[config.mk]
export PLATFORM = sky130hd
export DESIGN_NAME = sbfr_top
export DESIGN_NICKNAME = d
export VERILOG_FILES = /design/src/core/sbfr_pkg.sv /design/src/core/sbfr_top.sv /design/src/core/sbfr_uart.sv
export SDC_FILE = /design/constraint.sdc
export NUM_CORES = 1
export LEC_CHECK = 0
export BUFFER_PORTS_ARGS = -buffer_cell sky130_fd_sc_hd__buf_4
export CORE_MARGIN = 1.5
export CORE_UTILIZATION = 62
export DETAILED_ROUTE_END_ITERATION = 16
export GPL_TIMING_DRIVEN = 0
export PLACE_DENSITY_LB_ADDON = 0.25
export SETUP_SLACK_MARGIN = 0.2
export SLEW_MARGIN = 5
export SYNTH_ARGS = -nofsm -noshare
export SYNTH_HDL_FRONTEND = slang
export SYNTH_HIERARCHICAL = 1
export SYNTH_SLANG_ARGS = --single-unit
[constraint.sdc]
create_clock -name clk -period 16.2 [get_ports clk]
set_clock_uncertainty 0.1 [all_clocks]
set_input_delay 3.24 -clock clk [delete_from_list [all_inputs] [get_ports clk]]
set_output_delay 3.24 -clock clk [all_outputs]
set_load 0.02 [all_outputs]
[src/core/sbfr_pkg.sv]
package sbfr_pkg;

   // ---------------------------------------------------------------
   // Byte values on the link and the error repeat count
   // ---------------------------------------------------------------
   localparam logic [7:0] SYNC1_A = 8'h86;
   localparam logic [7:0] SYNC1_B = 8'h30;
   localparam logic [7:0] SYNC2_A = 8'h79;
   localparam logic [7:0] SYNC2_B = 8'hcf;
   localparam logic [7:0] OPC_READ = 8'h40;
   localparam logic [7:0] ERR_FRAME = 8'ha1;
   localparam logic [7:0] ERR_OPCODE = 8'h63;
   localparam logic [1:0] ERR_REPEAT = 2'h3;

   // ---------------------------------------------------------------
   // Memory layout and checks
   // ---------------------------------------------------------------
   localparam logic [23:0] BLANK_LO = 24'h00ffe0;
   localparam logic [23:0] BLANK_HI = 24'h00ffff;
   localparam logic [7:0] BLANK_VAL = 8'hff;
   localparam logic [23:0] COUNT_ZERO = 24'h000000;
   localparam logic [2:0] ADDR_FIELD_LAST = 3'h5;

   // ---------------------------------------------------------------
   // Serial framing and reset values
   // ---------------------------------------------------------------
   localparam logic [3:0] FRAME_LAST_BIT = 4'h9;
   localparam logic [1:0] IDLE_BIT_TIMES = 2'h3;
   localparam logic [15:0] SUM_RST = 16'h0000;
   localparam logic [9:0] TX_LINE_IDLE = 10'h3ff;

endpackage

[src/core/sbfr_top.sv]
// Behaviour
// - First sync byte 86 or 30 sets baud rate, echoed; silent on failure.
// - Second sync byte 79 or CF echoed when accepted, silent on error.
// - Operation code 40 selects flash read and is echoed back.
// - Opcode stage failure sends one error code three times, then idles.
// - Top region all FF skips password check; string may be omitted.
// - Bad password address stops communication silently, permanent idle until reset.
// - Security enabled or password mismatch stops communication, idle.
// - Framing error during password fields or string stops communication, idle.
// - Count zero or above memory size stops communication, idle.
// - No reply to any address or count byte, good or bad.
// - Accepted count streams memory bytes from start address at adjusted rate.
// - Two checksum bytes follow data, high first; none after an error.
// - After checksum, wait for next opcode at the same rate.
`timescale 1ns/100ps
module sbfr_top #(
   parameter int CNT_W = 16,
   parameter logic [23:0] MEM_SIZE = 24'h010000
) (
   // Clock, reset, enable
   input wire logic clk,
   input wire logic sys_rst,
   input wire logic clk_en,
   // Serial link pins
   input wire logic rxd,
   output logic txd,
   // Security program flag from flash
   input wire logic sec_en,
   // Flash read port, data one cycle after the strobe
   output logic mem_rd,
   output logic [23:0] mem_addr,
   input wire logic [7:0] mem_rdata,
   // Status
   output logic locked
);

   typedef enum {S_START, S_BLOW, S_BHIGH, S_BIDLE, S_TX, S_SYNC2, S_OPC, S_PWADR, S_SCAN,
                 S_PWCNT, S_PWSTR, S_RDADR, S_RDDAT, S_CKHI, S_CKLO, S_ERRTX, S_DEAD} sbfr_state_e;

   // ---------------------------------------------------------------
   // Pin synchroniser
   // ---------------------------------------------------------------
   logic [2:0] rx_sync_r;
   logic rx_lvl_r;

   // Level only follows once the second and third stages agree
   always_ff @(posedge clk or posedge sys_rst)
   begin
      if (sys_rst)
      begin
         rx_sync_r <= 3'b111;
         rx_lvl_r <= 1'b1;
      end
      else if (clk_en)
      begin
         rx_sync_r <= {rx_sync_r[1:0], rxd};
         if (rx_sync_r[1] == rx_sync_r[2])
            rx_lvl_r <= rx_sync_r[2];
      end
   end

   // ---------------------------------------------------------------
   // Serial byte engine
   // ---------------------------------------------------------------
   logic [CNT_W-1:0] bit_per_r;
   logic rx_en_r;
   logic rx_valid;
   logic [7:0] rx_data;
   logic rx_ferr;
   logic tx_req_r;
   logic [7:0] tx_byte_r;
   logic tx_busy;
   logic uart_txd;

   sbfr_uart #(.CNT_W(CNT_W)) u_uart (
      .clk(clk),
      .sys_rst(sys_rst),
      .clk_en(clk_en),
      .bit_per(bit_per_r),
      .rx_en(rx_en_r),
      .rx_lvl(rx_lvl_r),
      .rx_valid(rx_valid),
      .rx_data(rx_data),
      .rx_ferr(rx_ferr),
      .tx_req(tx_req_r),
      .tx_byte(tx_byte_r),
      .tx_busy(tx_busy),
      .txd(uart_txd)
   );

   // Output pin straight from a flop
   always_ff @(posedge clk or posedge sys_rst)
   begin
      if (sys_rst)
         txd <= 1'b1;
      else if (clk_en)
         txd <= uart_txd;
   end

   // ---------------------------------------------------------------
   // Sync byte classification
   // ---------------------------------------------------------------
   // Both sync values carry a two-bit high run after the first low run;
   // low run is two bits for 86 and five bits for 30. Returns 1, 2 or 0.
   function automatic logic [1:0] sync1_kind(input logic [CNT_W-1:0] lo, input logic [CNT_W-1:0] hi);
      logic [CNT_W+3:0] l1;
      logic [CNT_W+3:0] h1;
      logic [CNT_W+3:0] tol;
      l1 = {4'h0, lo};
      h1 = {4'h0, hi};
      tol = h1 >> 2;
      sync1_kind = 2'h0;
      if (l1 + tol >= h1 && l1 <= h1 + tol)
         sync1_kind = 2'h1;
      else if ((l1 << 1) + (tol << 1) >= h1 * 5 && (l1 << 1) <= h1 * 5 + (tol << 1))
         sync1_kind = 2'h2;
   endfunction

   // ---------------------------------------------------------------
   // Command sequencer
   // ---------------------------------------------------------------
   sbfr_state_e state_r;
   sbfr_state_e ret_r;
   logic [CNT_W-1:0] meas_r;
   logic [CNT_W-1:0] low_len_r;
   logic [47:0] sh_r;
   logic [2:0] idx_r;
   logic [23:0] ptr_r;
   logic [23:0] left_r;
   logic [15:0] sum_r;
   logic [1:0] err_n_r;
   logic blank_r;
   logic mem_pend_r;
   logic [1:0] kind;
   logic [47:0] sh_nxt;
   logic tx_idle;

   assign kind = sync1_kind(low_len_r, meas_r);
   assign sh_nxt = {sh_r[39:0], rx_data};
   assign tx_idle = !tx_busy && !tx_req_r;

   // One process: the sequence, the memory strobe and the reply byte are tied
   always_ff @(posedge clk or posedge sys_rst)
   begin
      if (sys_rst)
      begin
         state_r <= S_START;
         ret_r <= S_START;
         meas_r <= '0;
         low_len_r <= '0;
         bit_per_r <= '0;
         rx_en_r <= 1'b0;
         tx_req_r <= 1'b0;
         tx_byte_r <= 8'h00;
         sh_r <= 48'h0;
         idx_r <= 3'h0;
         ptr_r <= 24'h0;
         left_r <= 24'h0;
         sum_r <= sbfr_pkg::SUM_RST;
         err_n_r <= 2'h0;
         blank_r <= 1'b1;
         mem_pend_r <= 1'b0;
         mem_rd <= 1'b0;
         mem_addr <= 24'h0;
         locked <= 1'b0;
      end
      else if (clk_en)
      begin
         tx_req_r <= 1'b0;
         mem_rd <= 1'b0;
         mem_pend_r <= mem_rd;
         unique case (state_r)
            S_START:
               // This low cycle already counts, or the measured bit comes out one short
               if (!rx_lvl_r)
               begin
                  meas_r <= CNT_W'(1);
                  state_r <= S_BLOW;
               end
            S_BLOW:
               if (rx_lvl_r)
               begin
                  low_len_r <= meas_r;
                  meas_r <= CNT_W'(1);
                  state_r <= S_BHIGH;
               end
               else if (meas_r != '1)
                  meas_r <= meas_r + 1'b1;
            S_BHIGH:
               if (!rx_lvl_r)
               begin
                  if (kind == 2'h0 || meas_r[CNT_W-1:1] == '0)
                     state_r <= S_DEAD;
                  else
                  begin
                     bit_per_r <= meas_r >> 1;
                     tx_byte_r <= (kind == 2'h1) ? sbfr_pkg::SYNC1_A : sbfr_pkg::SYNC1_B;
                     meas_r <= '0;
                     state_r <= S_BIDLE;
                  end
               end
               else if (meas_r != '1)
                  meas_r <= meas_r + 1'b1;
               else
                  state_r <= S_DEAD;
            S_BIDLE:
               // Wait out the tail of the byte before the echo
               if (!rx_lvl_r)
                  meas_r <= '0;
               else if (meas_r >= bit_per_r * sbfr_pkg::IDLE_BIT_TIMES)
               begin
                  rx_en_r <= 1'b1;
                  ret_r <= S_SYNC2;
                  state_r <= S_TX;
               end
               else
                  meas_r <= meas_r + 1'b1;
            S_TX:
               if (tx_idle)
               begin
                  tx_req_r <= 1'b1;
                  state_r <= ret_r;
               end
            S_SYNC2:
               if (rx_ferr)
                  state_r <= S_DEAD;
               else if (rx_valid)
               begin
                  if (rx_data == sbfr_pkg::SYNC2_A || rx_data == sbfr_pkg::SYNC2_B)
                  begin
                     tx_byte_r <= rx_data;
                     ret_r <= S_OPC;
                     state_r <= S_TX;
                  end
                  else
                     state_r <= S_DEAD;
               end
            S_OPC:
               if (rx_ferr || (rx_valid && rx_data != sbfr_pkg::OPC_READ))
               begin
                  tx_byte_r <= rx_ferr ? sbfr_pkg::ERR_FRAME : sbfr_pkg::ERR_OPCODE;
                  err_n_r <= 2'h0;
                  state_r <= S_ERRTX;
               end
               else if (rx_valid)
               begin
                  tx_byte_r <= rx_data;
                  idx_r <= 3'h0;
                  ret_r <= S_PWADR;
                  state_r <= S_TX;
               end
            S_ERRTX:
               if (tx_idle)
               begin
                  if (err_n_r == sbfr_pkg::ERR_REPEAT)
                     state_r <= S_DEAD;
                  else
                  begin
                     tx_req_r <= 1'b1;
                     err_n_r <= err_n_r + 2'h1;
                  end
               end
            S_PWADR:
               if (rx_ferr)
                  state_r <= S_DEAD;
               else if (rx_valid)
               begin
                  sh_r <= sh_nxt;
                  idx_r <= idx_r + 3'h1;
                  if (idx_r == sbfr_pkg::ADDR_FIELD_LAST)
                  begin
                     if (sec_en)
                        state_r <= S_DEAD;
                     else if (sh_nxt[47:24] >= MEM_SIZE || sh_nxt[23:0] >= MEM_SIZE)
                        state_r <= S_DEAD;
                     else
                     begin
                        ptr_r <= sbfr_pkg::BLANK_LO;
                        blank_r <= 1'b1;
                        state_r <= S_SCAN;
                     end
                  end
               end
            S_SCAN:
               if (mem_pend_r && mem_addr == sbfr_pkg::BLANK_HI)
               begin
                  idx_r <= 3'h0;
                  if (blank_r && mem_rdata == sbfr_pkg::BLANK_VAL)
                     state_r <= S_RDADR;
                  else
                  begin
                     mem_rd <= 1'b1;
                     mem_addr <= sh_r[47:24];
                     state_r <= S_PWCNT;
                  end
               end
               else if (!mem_rd)
               begin
                  // Next read overlaps this check, so the scan ends before the next host byte
                  if (mem_pend_r && mem_rdata != sbfr_pkg::BLANK_VAL)
                     blank_r <= 1'b0;
                  mem_rd <= 1'b1;
                  mem_addr <= ptr_r;
                  ptr_r <= ptr_r + 24'h1;
               end
            S_PWCNT:
               if (mem_pend_r)
               begin
                  if (mem_rdata == 8'h00)
                     state_r <= S_DEAD;
                  else
                  begin
                     left_r <= {16'h0, mem_rdata};
                     ptr_r <= sh_r[23:0];
                     state_r <= S_PWSTR;
                  end
               end
            S_PWSTR:
               if (rx_ferr)
                  state_r <= S_DEAD;
               else if (rx_valid)
               begin
                  tx_byte_r <= rx_data;
                  mem_rd <= 1'b1;
                  mem_addr <= ptr_r;
                  ptr_r <= ptr_r + 24'h1;
               end
               else if (mem_pend_r)
               begin
                  if (mem_rdata != tx_byte_r)
                     state_r <= S_DEAD;
                  else if (left_r == 24'h1)
                  begin
                     idx_r <= 3'h0;
                     state_r <= S_RDADR;
                  end
                  left_r <= left_r - 24'h1;
               end
            S_RDADR:
               if (rx_ferr)
                  state_r <= S_DEAD;
               else if (rx_valid)
               begin
                  sh_r <= sh_nxt;
                  idx_r <= idx_r + 3'h1;
                  if (idx_r == sbfr_pkg::ADDR_FIELD_LAST)
                  begin
                     if (sh_nxt[23:0] == sbfr_pkg::COUNT_ZERO || sh_nxt[23:0] > MEM_SIZE)
                        state_r <= S_DEAD;
                     else
                     begin
                        ptr_r <= sh_nxt[47:24];
                        left_r <= sh_nxt[23:0];
                        sum_r <= sbfr_pkg::SUM_RST;
                        state_r <= S_RDDAT;
                     end
                  end
               end
            S_RDDAT:
               if (mem_pend_r)
               begin
                  tx_byte_r <= mem_rdata;
                  tx_req_r <= 1'b1;
                  sum_r <= sum_r + {8'h00, mem_rdata};
                  left_r <= left_r - 24'h1;
               end
               else if (left_r == 24'h0)
               begin
                  if (tx_idle)
                  begin
                     tx_byte_r <= sum_r[15:8];
                     ret_r <= S_CKHI;
                     state_r <= S_TX;
                  end
               end
               else if (tx_idle && !mem_rd)
               begin
                  mem_rd <= 1'b1;
                  mem_addr <= ptr_r;
                  ptr_r <= ptr_r + 24'h1;
               end
            S_CKHI:
               begin
                  tx_byte_r <= sum_r[7:0];
                  ret_r <= S_CKLO;
                  state_r <= S_TX;
               end
            S_CKLO:
               state_r <= S_OPC;
            S_DEAD:
               begin
                  rx_en_r <= 1'b0;
                  // A frame already on the wire finishes before the lock shows
                  if (tx_idle)
                     locked <= 1'b1;
               end
         endcase
      end
   end

endmodule

[src/core/sbfr_uart.sv]
`timescale 1ns/100ps
module sbfr_uart #(
   parameter int CNT_W = 16
) (
   // Clock and reset
   input wire logic clk,
   input wire logic sys_rst,
   input wire logic clk_en,
   // Rate and receive line
   input wire logic [CNT_W-1:0] bit_per,
   input wire logic rx_en,
   input wire logic rx_lvl,
   // Receive result
   output logic rx_valid,
   output logic [7:0] rx_data,
   output logic rx_ferr,
   // Transmit request
   input wire logic tx_req,
   input wire logic [7:0] tx_byte,
   output logic tx_busy,
   output logic txd
);

   // ---------------------------------------------------------------
   // Receiver
   // ---------------------------------------------------------------
   logic rx_act_r;
   logic [3:0] rx_bit_r;
   logic [CNT_W-1:0] rx_cnt_r;
   logic [7:0] rx_sh_r;

   // Sample mid-bit; the first wait is half a bit to reach the centre
   always_ff @(posedge clk or posedge sys_rst)
   begin
      if (sys_rst)
      begin
         rx_act_r <= 1'b0;
         rx_bit_r <= 4'h0;
         rx_cnt_r <= '0;
         rx_sh_r <= 8'h00;
         rx_valid <= 1'b0;
         rx_data <= 8'h00;
         rx_ferr <= 1'b0;
      end
      else if (clk_en)
      begin
         rx_valid <= 1'b0;
         rx_ferr <= 1'b0;
         if (!rx_act_r)
         begin
            if (rx_en && !rx_lvl)
            begin
               rx_act_r <= 1'b1;
               rx_bit_r <= 4'h0;
               rx_cnt_r <= bit_per >> 1;
            end
         end
         else if (rx_cnt_r != '0)
            rx_cnt_r <= rx_cnt_r - 1'b1;
         else
         begin
            rx_cnt_r <= bit_per - 1'b1;
            rx_bit_r <= rx_bit_r + 4'h1;
            if (rx_bit_r == 4'h0 && rx_lvl)
               rx_act_r <= 1'b0; // Glitch, not a start bit
            else if (rx_bit_r == sbfr_pkg::FRAME_LAST_BIT)
            begin
               rx_act_r <= 1'b0;
               rx_data <= rx_sh_r;
               rx_valid <= rx_lvl;
               rx_ferr <= !rx_lvl;
            end
            else if (rx_bit_r != 4'h0)
               rx_sh_r <= {rx_lvl, rx_sh_r[7:1]};
         end
      end
   end

   // ---------------------------------------------------------------
   // Transmitter
   // ---------------------------------------------------------------
   logic [9:0] tx_sh_r;
   logic [3:0] tx_bit_r;
   logic [CNT_W-1:0] tx_cnt_r;

   // Start bit, data LSB first, stop bit
   always_ff @(posedge clk or posedge sys_rst)
   begin
      if (sys_rst)
      begin
         tx_sh_r <= sbfr_pkg::TX_LINE_IDLE;
         tx_bit_r <= 4'h0;
         tx_cnt_r <= '0;
         tx_busy <= 1'b0;
         txd <= 1'b1;
      end
      else if (clk_en)
      begin
         if (!tx_busy)
         begin
            if (tx_req)
            begin
               tx_sh_r <= {1'b1, tx_byte, 1'b0};
               tx_bit_r <= 4'h0;
               tx_cnt_r <= bit_per - 1'b1;
               tx_busy <= 1'b1;
               txd <= 1'b0;
            end
         end
         else if (tx_cnt_r != '0)
            tx_cnt_r <= tx_cnt_r - 1'b1;
         else if (tx_bit_r == sbfr_pkg::FRAME_LAST_BIT)
         begin
            tx_busy <= 1'b0;
            txd <= 1'b1;
         end
         else
         begin
            tx_cnt_r <= bit_per - 1'b1;
            tx_bit_r <= tx_bit_r + 4'h1;
            tx_sh_r <= {1'b1, tx_sh_r[9:1]};
            txd <= tx_sh_r[1];
         end
      end
   end

endmodule

## Word level (Yosys, flattened, before mapping)

Cells that the tools add are included.
Widths: inputs -> output; s select.

- Register bits: 342
- Input bits: 13
- Output and inout port bits: 27
- Logic and storage cells: 425

- Add/subtract/negate cells: 15
- Multiply operators: 2
- Magnitude comparators: 8
- Equal/unequal tests: 96
- Mux-type cells: 196
- Bitwise logic cells: 6
- Reductions and logical operators: 68

Operators by type and width:

| cell | number |
|---|---|
| $mux 32 | 39 |
| $mux 24 | 35 |
| $pmux 32 s16 | 1 |
| $mux 16 | 19 |
| $eq 32x4->1 const B | 8 |
| $pmux 32 s5 | 1 |
| $pmux 24 s6 | 1 |
| $eq 32x3->1 const B | 4 |
| $mux 8 | 13 |
| $pmux 24 s4 | 1 |
| $ne 2x2->1 const B | 42 |
| $pmux 24 s3 | 1 |
| $eq 32x2->1 const B | 2 |
| $pmux 16 s4 | 1 |
| $ge 24x17->1 const B | 2 |
| $logic_not 24->1 | 2 |
| $pmux 8 s6 | 1 |
| $reduce_bool 16->1 | 3 |
| $mux 1 | 43 |
| $mux 10 | 4 |
| $add 16x14->17 | 2 |
| $eq 32x1->1 const B | 1 |
| $eq 32x5->1 const B | 1 |
| $logic_not 32->1 | 1 |
| other kinds (71) | 163 |

## Logic depth before layout (Yosys ltp)

Gate-level depths: netlist of the first run.

- Depth after elaboration: 11
- Gate-level depth with buffers: 31
- Depth with buffers taken out: 30

## Modules after synthesis

The synthesis of the first run kept the hierarchy.

By module, submodules not included:

| module | instances | cells each | area an instance (sq um) | seq. area each (sq um) |
|---|---|---|---|---|
| sbfr_top | 1 | 1938 | 17076.4 | 5412.7 |
| sbfr_uart | 1 | 468 | 4349.2 | 1737.9 |

## Worst setup path after synthesis of the first run

Ideal clock, no wire load.

- Path kind: reg2reg
- Start point: reg meas_r[3]
- End point: reg bit_per_r[0]
- Setup time: 125 ps
- Data arrival time: 5776 ps
- Required time: 15975 ps
- Path slack: 10199 ps
- Stages on the path, launching flop included: 32
- Path buffers: 1
- Clock period less this slack: 6001 ps
- Path through: dfrtp_1 -> ha_1 -> ha_1 -> inv_1 -> fa_1 -> nand2b_1 -> a21oi_2 -> a21oi_4 -> o21ai_2 -> nor2_1 -> nor2_1 -> nor2_1 -> xnor2_1 -> ha_1 -> and3_1 -> a221o_1 -> a21oi_1 -> a21boi_0 -> nor2_1 -> xor2_1 -> ha_1 -> nand2_1 -> a21oi_1 -> a211oi_1 -> o21ai_0 -> a21boi_0 -> nand4bb_1 -> mux2i_1 -> o21ba_2 -> nor3_4 -> buf_12 -> mux2_4

- Cells in the longest elaborated chain, start to end: 10
- Elaborated cells on any way between the ends: 18
- Classes of those cells: 4 x add/sub; 1 x mul; 4 x order compare; 2 x mux; 1 x bitwise; 6 x reduce/logical

Ends and longest elaborated chain:

| element | line | RTL |
|---|---|---|
| start, declared | sbfr_top.sv:124 | `logic [CNT_W-1:0] meas_r;` |
| start signal, assigned | sbfr_top.sv:188 | `meas_r <= meas_r + 1'b1;` |
| start signal, assigned | sbfr_top.sv:203 | `meas_r <= meas_r + 1'b1;` |
| start signal, assigned | sbfr_top.sv:217 | `meas_r <= meas_r + 1'b1;` |
| $mul 16x3->19 | sbfr_top.sv:115 | `else if ((l1 << 1) + (tol << 1) >= h1 * 5 && (l1 << 1) <= h1 * 5 + (tol << 1))` |
| $add 19x15->20 | sbfr_top.sv:115 |  |
| $le 17x20->1 | sbfr_top.sv:115 |  |
| $logic_and 1x1->1 | sbfr_top.sv:115 |  |
| $mux 2 | sbfr_top.sv:115 |  |
| $mux 2 | sbfr_top.sv:113 | `if (l1 + tol >= h1 && l1 <= h1 + tol)` |
| $logic_not 2->1 | sbfr_top.sv:192 | `if (kind == 2'h0 \|\| meas_r[CNT_W-1:1] == '0)` |
| $logic_or 1x1->1 (*) | sbfr_top.sv:192 |  |
| $not 1->1 (no line) (*) | n/a |  |
| $reduce_and 4->1 (no line) (*) | n/a |  |
| end signal, assigned | sbfr_top.sv:196 | `bit_per_r <= meas_r >> 1;` |
| end, declared | sbfr_top.sv:65 | `logic [CNT_W-1:0] bit_per_r;` |

Every way passes the cells marked *; elsewhere a longest branch is shown, timed or not.
A chain may end at the register's enable or synchronous reset.

## Worst setup path after layout of the first run

- Start point: reg meas_r[8]
- End point: reg tx_byte_r[5]

- Cells in the longest elaborated chain, start to end: 11
- Elaborated cells on any way between the ends: 23
- Classes of those cells: 4 x add/sub; 1 x mul; 4 x order compare; 2 x eq/ne; 6 x mux; 6 x reduce/logical

Ends and longest elaborated chain:

| element | line | RTL |
|---|---|---|
| $mul 16x3->19 | sbfr_top.sv:115 |  |
| $add 19x15->20 | sbfr_top.sv:115 |  |
| $le 17x20->1 | sbfr_top.sv:115 |  |
| $logic_and 1x1->1 | sbfr_top.sv:115 |  |
| $mux 2 | sbfr_top.sv:115 |  |
| $mux 2 | sbfr_top.sv:113 |  |
| $eq 2x1->1 | sbfr_top.sv:197 | `tx_byte_r <= (kind == 2'h1) ? sbfr_pkg::SYNC1_A : sbfr_pkg::SYNC1_B;` |
| $mux 8 | sbfr_top.sv:197 |  |
| $mux 8 | sbfr_top.sv:192 |  |
| $mux 8 | sbfr_top.sv:190 | `if (!rx_lvl_r)` |
| $pmux 8 s6 | sbfr_top.sv:172 | `unique case (state_r)` |
| end signal, assigned | sbfr_top.sv:197 |  |
| end signal, assigned | sbfr_top.sv:231 | `tx_byte_r <= rx_data;` |
| end signal, assigned | sbfr_top.sv:241 | `tx_byte_r <= rx_ferr ? sbfr_pkg::ERR_FRAME : sbfr_pkg::ERR_OPCODE;` |
| end, declared | sbfr_top.sv:71 | `logic [7:0] tx_byte_r;` |

Parallel ways exist; a longest one is shown, timed or not. The select of a mux whose other input is x is not followed.

==> summary.md, run 1 <==
| Metric | Value |
|---|---|
| Final non-filler cell total | `2954` |
| WL/cell | `~22 µm` |
| Worst path cell trace | `inv_1, fa_1, or2_0, o311ai_1, a41oi_1, xnor2_1, ha_1, a21o_1, a221o_1, a21oi_1, a21boi_0, nor2_1, xor2_1, ha_1, and3_1, nand3_1, o21ai_0, a21boi_0, nand4bb_1, mux2i_1, o21ai_0, nand2b_1, buf_2, mux2_2` |
| EDFF count, synth | `0` |
| Post-CTS Setup Bufs | `0` |
| Largest net degree at the start of global routing | `120` |
| CP required | `between 15 and 20 ns` |
| FFs w/ async S/R, synth | `100%` |
| DP Worst Slack | `between 8 and 9 ns` |
| CTS Buffer Depth | `3` |
| Maximum VDD drop | `about 0.11 mV` |
| Critical Path End Type | `flip-flop` |
| Initial antenna violation count | `1` |
| Yosys reg bits | `285` |
| CTS root buf | `clkbuf_16` |
| Worst slew margin | `roughly a fifth` |
| Max-slew violations | `0` |
| PostCTS Resize Cnt | `0` |
| Worst skew pair latency | `0.59 ns` |
| Clk slew on worst S/H paths | `around 0.06 ns` |
| DR DRC count | `0` |
| Cell variety after synth | `slightly below 100` |
| Floorplan Core Area | `33800 µm²` |
| First-pass GRT wire length | `roughly 110 mm` |
| Maxcap violations | `0` |
| IO Pins | `40` |
| Die outline width | `about 190 µm` |
| Drt first pass iters | `7` |
| Synth cell count leaders | `dfrtp_1, nor2_1, o21ai_0` |
| Setup-failing EPs final | `0` |
| CTS tree | `built` |
| Die height | `approximately 190 µm` |
| CTS Sinks | `roughly 290` |
| Synth area leader | `dfrtp_1` |
| Inserted Clock Buffers | `31` |
| Worst slew pin tran | `around 1.2 ns` |
| # H-tree levels | `1` |
| Area contributors post-synth | `dfrtp_1, ha_1, o21ai_0` |
| Most common cell in the netlist | `dfrtp_1` |
| Worst Hold Class | `reg2reg` |
| Family with the most delay on the worst path | `compound AO/OA/AOI/OAI gates` |
| Period utilisation layout | `roughly half` |
| Synth Cell Area | `21400 µm²` |
| Layout Nets | `~2.7k` |
| Crit path time final | `between 8 and 9 ns` |
| Ant. Diodes | `0` |
| Starting DRT DRC Count | `between 2k and 2.5k` |
| Worst Hold Slack | `a little under 0.4 ns` |
| Startpoint types | `flip-flop` |
| Rows | `67` |
| Port bufs | `39` |
| Power per cell area | `127 nW/µm²` |
| Synthesis Warnings | `6` |
| Power, Total | `between 2 and 3 mW` |
| Antenna-violating nets left | `0` |
| Seq/Total Area, Yosys | `about 33%` |
| Design area | `23500 µm²` |
| Placed Area | `22300 µm²` |
| Number of global-route vias before repair | `slightly below 20k` |
| Final Hold Viols | `0` |
| Placed Instances | `slightly below 3k` |
| Share of layout cells above drive strength 1 | `roughly a tenth` |
| Vias | `between 20k and 25k` |
| Avg Cell Area, Syn | `roughly 9 µm²` |
| Congestion Overflow GR | `0` |
| Status | `finished, final reports clean` |
| Upper clock frequency limit | `about 0.12 GHz` |
| Die ar. | `about 36000 µm²` |
| CP max stage cell | `dfrtp_1` |
| Total Routing Usage GR | `between 30% and 40%` |
| Buf/Inv on CP | `2` |
| Post-synth top area share | `31.5%` |
| Vias/cell | `between 6 and 7` |
| Area grow syn2layout | `9.60%` |
| Lkg Pwr | `about 11 nW` |
| Total negative setup slack | `0 ns` |
| CP max stage delay | `approximately 0.77 ns` |
| Kind of critical path | `reg2reg` |
| Fillers | `~2.7k` |
| Starting Density | `a little under two thirds` |
| RSZ-0062 raised after global routing | `false` |
| Post-synth top flop | `dfrtp_1` |
| Final design utilization | `69.5%` |
| Final wirelength | `between 60 and 70 mm` |
| Crit path max fanout | `10` |
| Setup WS post-layout | `7.94 ns` |
| Syn Inst Count | `between 2k and 2.5k` |
| HPWL after DPL | `between 40 and 50 mm` |
| Cts hold-fix bufs | `0` |
| CP arrival | `around 8.6 ns` |
| Final RePlAce weighted congestion | `1.01` |
==> kinds of logic (layout without fill, tap and decap cells) <==
logic type | Yosys count | count (layout) | share of synthesized area (%)
AND/OR/NAND/NOR | 771 | 771 | 17.8
AO/OA/AOI/OAI | 708 | 708 | 21.3
flip-flops | 285 | 285 | 33.4
adder cells (fa/ha/maj) | 196 | 196 | 12.1
buffers and inverters | 195 | 294 | 3.65
multiplexers | 148 | 148 | 7.67
XOR/XNOR | 102 | 102 | 4.17
other | 1 | 2 | 0.0175
==> layout make-up <==
type / instances / area, µm² / area share (%)
plain buffers: 85 / 369 / 1.57
clock buffers: 44 / 895 / 3.81
clock inverters: 14 / 248 / 1.05
inverters: 110 / 423 / 1.80
multi-input cells: 1927 / 13500 / 57.5
flip-flops and latches: 285 / 7150 / 30.5
well taps: 448 / 561 / 2.39
repair buffers: 41 / 340 / 1.45
==> cells in the final DEF (no fill, tap or decap), types with 26 or more instances in the layout <==
cell type	n
mux2i_1	49
inv_1	108
xnor2_1	65
a221oi_1	26
xor2_1	37
nor4_1	33
buf_4	42
a21oi_1	165
o21ai_0	214
nor2_1	217
nand2_1	206
mux2_2	89
dfrtp_1	270
a21o_1	37
nand3_1	52
clkbuf_16	31
and3_1	29
a31oi_1	32
nand4_1	39
clkbuf_1	69
nor3_1	65
ha_1	178
==> per-layer routing <==
layer	share of wire, %	GRT usage [%]	up-vias
li1	-	-	9037
met1	43	52.6	9796
met2	44	58.0	1091
met3	9.4	5.78	175
met4	3.3	11.9	0
met5	0	0	-
==> path summary, 6_finish.rpt <==
| check | start | to | slack, ns | cells past startpoint |
|---|---|---|---|---|
| setup reg to reg | meas_r[8]$_DFFE_PP0P_ | tx_byte_r[5]$_DFFE_PP0P_ | 7.94 | 24 |
| hold / removal | u_uart/tx_sh_r[1]$_DFFE_PP1P_ | u_uart/tx_sh_r[1]$_DFFE_PP1P_ | 0.39 | 2 |
| setup / recovery | meas_r[8]$_DFFE_PP0P_ | tx_byte_r[5]$_DFFE_PP0P_ | 7.94 | 24 |
| hold reg to reg | u_uart/tx_sh_r[1]$_DFFE_PP1P_ | u_uart/tx_sh_r[1]$_DFFE_PP1P_ | 0.39 | 2 |
| max in group asynchronous | sys_rst | sum_r[10]$_DFFE_PP0P_ | 12.26 | 3 |
| min in group asynchronous | sys_rst | u_uart/tx_cnt_r[11]$_DFFE_PP0P_ | 2.56 | 2 |
==> state kept, by name, summed over array words and instances (netlist names), 3 cells and up <==
signal and cells:
idx_r 3, low_len_r 16, u_uart/rx_data 8, rx_sync_r 3, mem_addr 24, u_uart/rx_bit_r 4, state_r 5, sum_r 16
meas_r 16, tx_byte_r 8, ptr_r 24, bit_per_r 15, u_uart/tx_sh_r 8, ret_r 4, u_uart/tx_cnt_r 16, u_uart/rx_cnt_r 16
left_r 24, u_uart/rx_sh_r 8, sh_r 48, u_uart/tx_bit_r 4
==> worst min-delay path: stages (launching register included) <==
cell and delay [ns]:
dfstp_2 0.37, nand2_1 0.04, o21ai_0 0.07
==> power breakdown <==
part | total, mW | internal [mW] | switching, mW
clock | 0.799 | 0.482 | 0.318
combinational | 1.15 | 0.423 | 0.732
sequential | 1.03 | 0.856 | 0.171
total | 2.98 | 1.76 | 1.22
No activity file was read; power rests on OpenSTA's default activity.
==> inputs of run 2 (changes only) <==
==> constraint.sdc (replaced) <==
create_clock -name clk -period 8.35 [get_ports clk]
set_clock_uncertainty 0.1 [all_clocks]
set_input_delay 1.67 -clock clk [delete_from_list [all_inputs] [get_ports clk]]
set_output_delay 1.67 -clock clk [all_outputs]
set_load 0.02 [all_outputs]
==> run 2 against run 1 <==
Net effect: global-route usage unchanged; first-iteration DRC count shrank 6.9%; largest cell class unchanged; die area did not move; via count rose by 0.21%; worst setup slack lost 7.6 ns; fmax rose by 3.0%; combinational power up 95%.
==> summary.md, run 2 (same netlist as run 1, synthesis figures left out) <==
| Metric | Value |
|---|---|
| Setup-failing EPs final | `0` |
| Period utilisation layout | `between 90% and 100%` |
| HP Start | `ret_r[2]$_DFFE_PP0P_` |
| Final non-filler cell total | `slightly below 3k` |
| CTS Buffer Depth | `3` |
| Commonest non-fill, non-tap cell in the layout | `dfrtp_1` |
| # H-tree levels | `1` |
| Final Hold Viols | `0` |
| Ant. Diodes | `0` |
| CP arrival | `around 8.4 ns` |
| WL/cell | `~22 µm` |
| Status | `finished, final reports clean` |
| Total negative setup slack | `0 ns` |
| Maxcap violations | `0` |
| Reg with most FFs | `sh_r` |
| Worst slew margin | `21.0%` |
| Fillers | `approximately 2.7k` |
| Die outline width | `around 190 µm` |
| Crit Reg-Reg Startpoint | `meas_r[6]$_DFFE_PP0P_` |
| CTS tree | `built` |
| Port bufs | `39` |
| Worst slew pin tran | `between 1 and 1.5 ns` |
| Worst R2R End | `tx_byte_r[5]$_DFFE_PP0P_` |
| Vias/cell | `between 6 and 7` |
| Antenna-violating nets left | `0` |
| Largest net degree at the start of global routing | `120` |
| Placed Instances | `2896` |
| Startpoint types | `flip-flop` |
| Initial antenna violation count | `1` |
| Lkg Pwr | `approximately 11 nW` |
| Floorplan Core Area | `33800 µm²` |
| Worst Hold Class | `reg2reg` |
| Starting DRT DRC Count | `roughly 2.2k` |
| Worst Reg-to-Reg Cells | `24` |
| Die height | `between 150 and 200 µm` |
| WHS Path Cells | `1` |
| Vias | `20.1k` |
| Starting Density | `approximately 63%` |
| Kind of critical path | `reg2reg` |
| Worst Hold Slack | `roughly 0.39 ns` |
| Upper clock frequency limit | `0.125 GHz` |
| DR DRC count | `0` |
| RSZ-0062 raised after global routing | `false` |
| Final wirelength | `66.2 mm` |
| Maximum VDD drop | `roughly 0.22 mV` |
| DP Worst Slack | `0.420 ns` |
| Drt first pass iters | `7` |
| Crit path time final | `between 8 and 9 ns` |
| Total Routing Usage GR | `between 30 and 40%` |
| Power per cell area | `about 250 nW/µm²` |
| Power, Total | `slightly below 6 mW` |
| Placed Area | `~22000 µm²` |
| First-pass GRT wire length | `between 100 and 150 mm` |
| Design area | `~23000 µm²` |
| HPWL after DPL | `between 40 and 50 mm` |
| Congestion Overflow GR | `0` |
| Most frequent cells in the layout | `dfrtp_1, nor2_1, o21ai_0` |
| Post-CTS Setup Bufs | `0` |
| CP required | `about 8.7 ns` |
| Area grow syn2layout | `9.62%` |
| Largest register FFs | `48` |
| Number of global-route vias before repair | `just under 20k` |
| Max-slew violations | `0` |
| Clk slew on worst S/H paths | `approximately 0.07 ns` |
| Share of layout cells above drive strength 1 | `approximately 11%` |
| Setup WS post-layout | `0.331 ns` |
| Worst skew pair latency | `approximately 0.59 ns` |
| Final RePlAce weighted congestion | `between 1 and 1.5` |
| Crit path max fanout | `9` |
| CTS root buf | `clkbuf_16` |
| IO Pins | `40` |
| Critical Path End Type | `flip-flop` |
| Rows | `67` |
| Die ar. | `35700 µm²` |
| CTS Sinks | `285` |
| Hold endpoint | `ret_r[2]$_DFFE_PP0P_` |
| Final design utilization | `a little over two thirds` |
| R2R Setup Slk | `around 0.33 ns` |
| Layout Nets | `about 2.7k` |
| Inserted Clock Buffers | `31` |
[run 2: changes by cell type in the layout (fill, tap and decap cells not counted)]
cell	delta
dfrtp_2	+4
a21boi_0	-1
a21boi_1	+1
dfrtp_1	-4
[run 2: how the worst max path moves through the flow]
stage,from,to,cells after the start
2_1_floorplan,sys_rst,bit_per_r[0]$_DFFE_PP0P_,1
3_3_place_gp,sys_rst,low_len_r[11]$_DFFE_PP0P_,2
3_5_place_dp,meas_r[8]$_DFFE_PP0P_,tx_byte_r[5]$_DFFE_PP0P_,24
4_1_cts,meas_r[8]$_DFFE_PP0P_,tx_byte_r[5]$_DFFE_PP0P_,24
5_1_grt,meas_r[6]$_DFFE_PP0P_,tx_byte_r[5]$_DFFE_PP0P_,24
6_report,meas_r[6]$_DFFE_PP0P_,tx_byte_r[5]$_DFFE_PP0P_,24
[run 2: power by group]
part / internal, mW / switching, mW / total (mW)
Sequential: 1.66 / 0.330 / 1.99
Clock: 0.935 / 0.618 / 1.55
Combinational: 0.820 / 1.42 / 2.24
Total: 3.42 / 2.37 / 5.78
[run 2: worst max-delay path, stage by stage (launching register included)]
cell and delay (ns):
dfrtp_1 0.70, inv_1 0.33, fa_1 0.61, or2_0 0.25, o311ai_1 0.48, a41oi_1 0.26, xnor2_1 0.45, ha_1 0.38
a21o_1 0.21, a221o_1 0.33, a21oi_1 0.18, a21boi_1 0.38, nor2_1 0.10, xor2_1 0.18, ha_1 0.33, and3_1 0.15
nand3_1 0.11, o21ai_0 0.16, a21boi_0 0.47, nand4bb_1 0.16, mux2i_1 0.41, o21ai_0 0.38, nand2b_1 0.16, buf_2 0.23
mux2_2 0.36
[run 2: timing repair]
| action | in CTS | in global routing |
|---|---|---|
| hold buffers | 0 | 0 |
| resized for setup | 0 | 5 |
| setup endpoints to repair | 0 | 17 |
[run 2: layout make-up]
| type | count | area (µm²) | share of cell area (%) |
|---|---|---|---|
| multi-input combinational | 1927 | 13500 | 57.5 |
| sequential | 285 | 7160 | 30.5 |
| clock buffer | 44 | 895 | 3.81 |
| tap | 448 | 561 | 2.39 |
| inverter | 110 | 423 | 1.80 |
| buffer | 85 | 369 | 1.57 |
| timing repair buffer | 41 | 340 | 1.45 |
| clock inverter | 14 | 248 | 1.05 |
[run 2: layer usage]
layer	vias up	track usage, %	share of wire (%)
li1	9038	-	-
met1	9839	52.6	43
met2	1103	58.0	45
met3	161	5.78	9.4
met4	0	11.9	3.2
met5	-	0	0
==> inputs of run 3 (changes only) <==
--- a/config.mk
+++ b/config.mk
@@ -6,8 +6,10 @@
 export NUM_CORES = 1
 export LEC_CHECK = 0
 export BUFFER_PORTS_ARGS = -buffer_cell sky130_fd_sc_hd__buf_4
+export CELL_PAD_IN_SITES_DETAIL_PLACEMENT = 2
+export CELL_PAD_IN_SITES_GLOBAL_PLACEMENT = 2
 export CORE_MARGIN = 1.5
-export CORE_UTILIZATION = 62
+export CORE_UTILIZATION = 41
 export DETAILED_ROUTE_END_ITERATION = 16
 export GPL_TIMING_DRIVEN = 0
 export PLACE_DENSITY_LB_ADDON = 0.25
==> run 3 against run 2 <==
Net effect: total power up 6.8%; critical path depth up 5; register-to-register slack better by 0.32 ns; global-route usage down 4.1 points; cell count up 8.3%; flip-flop and latch count unchanged.
==> summary.md, run 3 (same netlist as run 1, synthesis figures left out) <==
| Metric | Value |
|---|---|
| Combinational power share | `a little under 40%` |
| Number of global-route vias before repair | `between 20k and 25k` |
| Period utilisation layout | `about 90%` |
| Power per cell area | `258 nW/µm²` |
| CTS root buf | `clkbuf_16` |
| Lkg Pwr | `approximately 11 nW` |
| Setup-failing EPs final | `0` |
| Fillers | `around 5.7k` |
| CP max stage cell | `dfrtp_1` |
| Startpoint types | `flip-flop` |
| Worst Hold Slack | `between 0.3 and 0.4 ns` |
| Inserted Clock Buffers | `38` |
| Starting DRT DRC Count | `approximately 1.3k` |
| CP max stage delay | `between 0.5 and 0.6 ns` |
| Max-slew violations | `0` |
| Largest register FFs | `between 40 and 50` |
| Post-CTS Setup Bufs | `0` |
| Crit path max fanout | `11` |
| Reg area | `about 7000 µm²` |
| Largest net degree at the start of global routing | `84` |
| Cts hold-fix bufs | `0` |
| Port bufs | `39` |
| Initial antenna violation count | `1` |
| Worst Hold Class | `reg2reg` |
| CTS tree | `built` |
| HPWL after DPL | `about 64 mm` |
| Layout Nets | `2698` |
| Die ar. | `53600 µm²` |
| Sw Ratio | `a little over two fifths` |
| WL/cell | `about 27 µm` |
| Cell repeated most along the worst path | `nor2_1` |
| Sequential Power Share | `32.5%` |
| Most frequent cells in the layout | `dfrtp_1, nor2_1, o21ai_0` |
| Vias/cell | `between 6 and 7` |
| R2R Setup Slk | `~0.65 ns` |
| Family with the most delay on the worst path | `compound AO/OA/AOI/OAI gates` |
| Final wirelength | `87.4 mm` |
| Area grow syn2layout | `11.9%` |
| Floorplan Core Area | `between 50000 and 60000 µm²` |
| Sw Pwr | `2.66 mW` |
| Reg with most FFs | `sh_r` |
| CP arrival | `just over 8 ns` |
| Ant. Diodes | `0` |
| Worst skew pair latency | `a little under 0.6 ns` |
| Drt first pass iters | `5` |
| Maximum VDD drop | `around 0.15 mV` |
| Setup WS post-layout | `around 0.65 ns` |
| DR DRC count | `0` |
| Commonest non-fill, non-tap cell in the layout | `dfrtp_1` |
| IO Pins | `40` |
| Upper clock frequency limit | `roughly 0.13 GHz` |
| Antenna-violating nets left | `0` |
| Kind of critical path | `reg2reg` |
| Vias | `between 20k and 25k` |
| Share of layout cells above drive strength 1 | `between 10 and 15%` |
| Starting Density | `just over 40%` |
| Crit path time final | `around 7.7 ns` |
| Worst slew margin | `between 10% and 20%` |
| DP Worst Slack | `~0.18 ns` |
| CP required | `roughly 8.7 ns` |
| Int Pwr | `approximately 3.5 mW` |
| Buf/Inv on CP | `2` |
| Die outline width | `~230 µm` |
| Maxcap violations | `0` |
| Rows | `83` |
| Die height | `around 230 µm` |
| Final RePlAce weighted congestion | `0.916` |
| Status | `finished, final reports clean` |
| Share of total power in the clock network | `28.2%` |
| CTS Sinks | `approximately 290` |
| Footprint of the multi-input gates | `about 13000 µm²` |
| Total Routing Usage GR | `approximately a third` |
| Worst slew pin tran | `1.23 ns` |
| Critical Path End Type | `flip-flop` |
| CTS Buffer Depth | `3` |
| # H-tree levels | `2` |
| Clk slew on worst S/H paths | `0.06 ns` |
| RSZ-0062 raised after global routing | `false` |
| First-pass GRT wire length | `138 mm` |
| Final Hold Viols | `0` |
| Congestion Overflow GR | `0` |
| Final design utilization | `a little under half` |
run 3: cell types whose count changed in the layout (fill, tap and decap cells not counted), moves of 2 or more:
cell | previous run | this run
clkinv_8 | 0 | 2
bufinv_16 | 6 | 4
clkbuf_16 | 31 | 38
clkinv_2 | 3 | 10
dfrtp_2 | 4 | 6
dfrtp_1 | 266 | 264
inv_6 | 2 | 0
run 3: worst min-delay path: cells and delay by family, from the launching register on:
kind	cells	cell delay (ns)
AOI/OAI and AO/OA	1	0.07
DFF	1	0.37
and+or+nand+nor	1	0.05
run 3: final cells by class:
type                       count  share of cell area [%]
multi-input combinational   1927                    56.3
sequential                   285                    29.9
clock buffer                  51                    4.46
tap                          680                    3.55
inverter                     110                    1.76
buffer                        85                    1.54
timing repair buffer          42                    1.53
clock inverter                18                    1.00
run 3: final timing paths:
kind,startpoint,to,cells past startpoint
worst min-delay path,u_uart/tx_sh_r[5]$_DFFE_PP1P_,u_uart/tx_sh_r[5]$_DFFE_PP1P_,2
min in group asynchronous,sys_rst,mem_addr[7]$_DFFE_PP0P_,2
worst min register to register,u_uart/tx_sh_r[5]$_DFFE_PP1P_,u_uart/tx_sh_r[5]$_DFFE_PP1P_,2
max in group asynchronous,sys_rst,meas_r[5]$_DFFE_PP0P_,4
worst max register to register,meas_r[2]$_DFFE_PP0P_,tx_byte_r[7]$_DFFE_PP0P_,29
worst max-delay path,meas_r[2]$_DFFE_PP0P_,tx_byte_r[7]$_DFFE_PP0P_,29
run 3: stage by stage:
stage	instances	cell area (µm²)	power, mW	TNS (ns)
floorplan	2407	21400	3.42	0
global placement	3126	22600	4.18	-484.03
detailed placement	3129	22700	4.34	0
CTS	3198	24000	6.16	0
global route	3198	24000	6.48	0
finish	3198	24000	6.18	0
run 3: metal layers:
metal	global-route usage (%)	vias up	wire length, µm
li1	-	9078	-
met1	43.2	10700	38400
met2	55.4	591	41800
met3	4.85	206	4440
met4	11.1	2	2830
met5	0	-	11
run 3: timing repair:
item,in CTS,in global routing
pin swaps,0,0
setup endpoints to repair,4,17
gates resized for setup,3,6
run 3: power by group through the flow:
stage | Combinational [mW] | Clock [mW] | Sequential, mW
floorplan | 1.45 | 0 | 1.96
finish | 2.43 | 1.74 | 2.01
CTS | 2.40 | 1.76 | 2.00
detailed placement | 2.33 | 0 | 2.01
global placement | 2.20 | 0 | 1.98
global route | 2.63 | 1.81 | 2.04
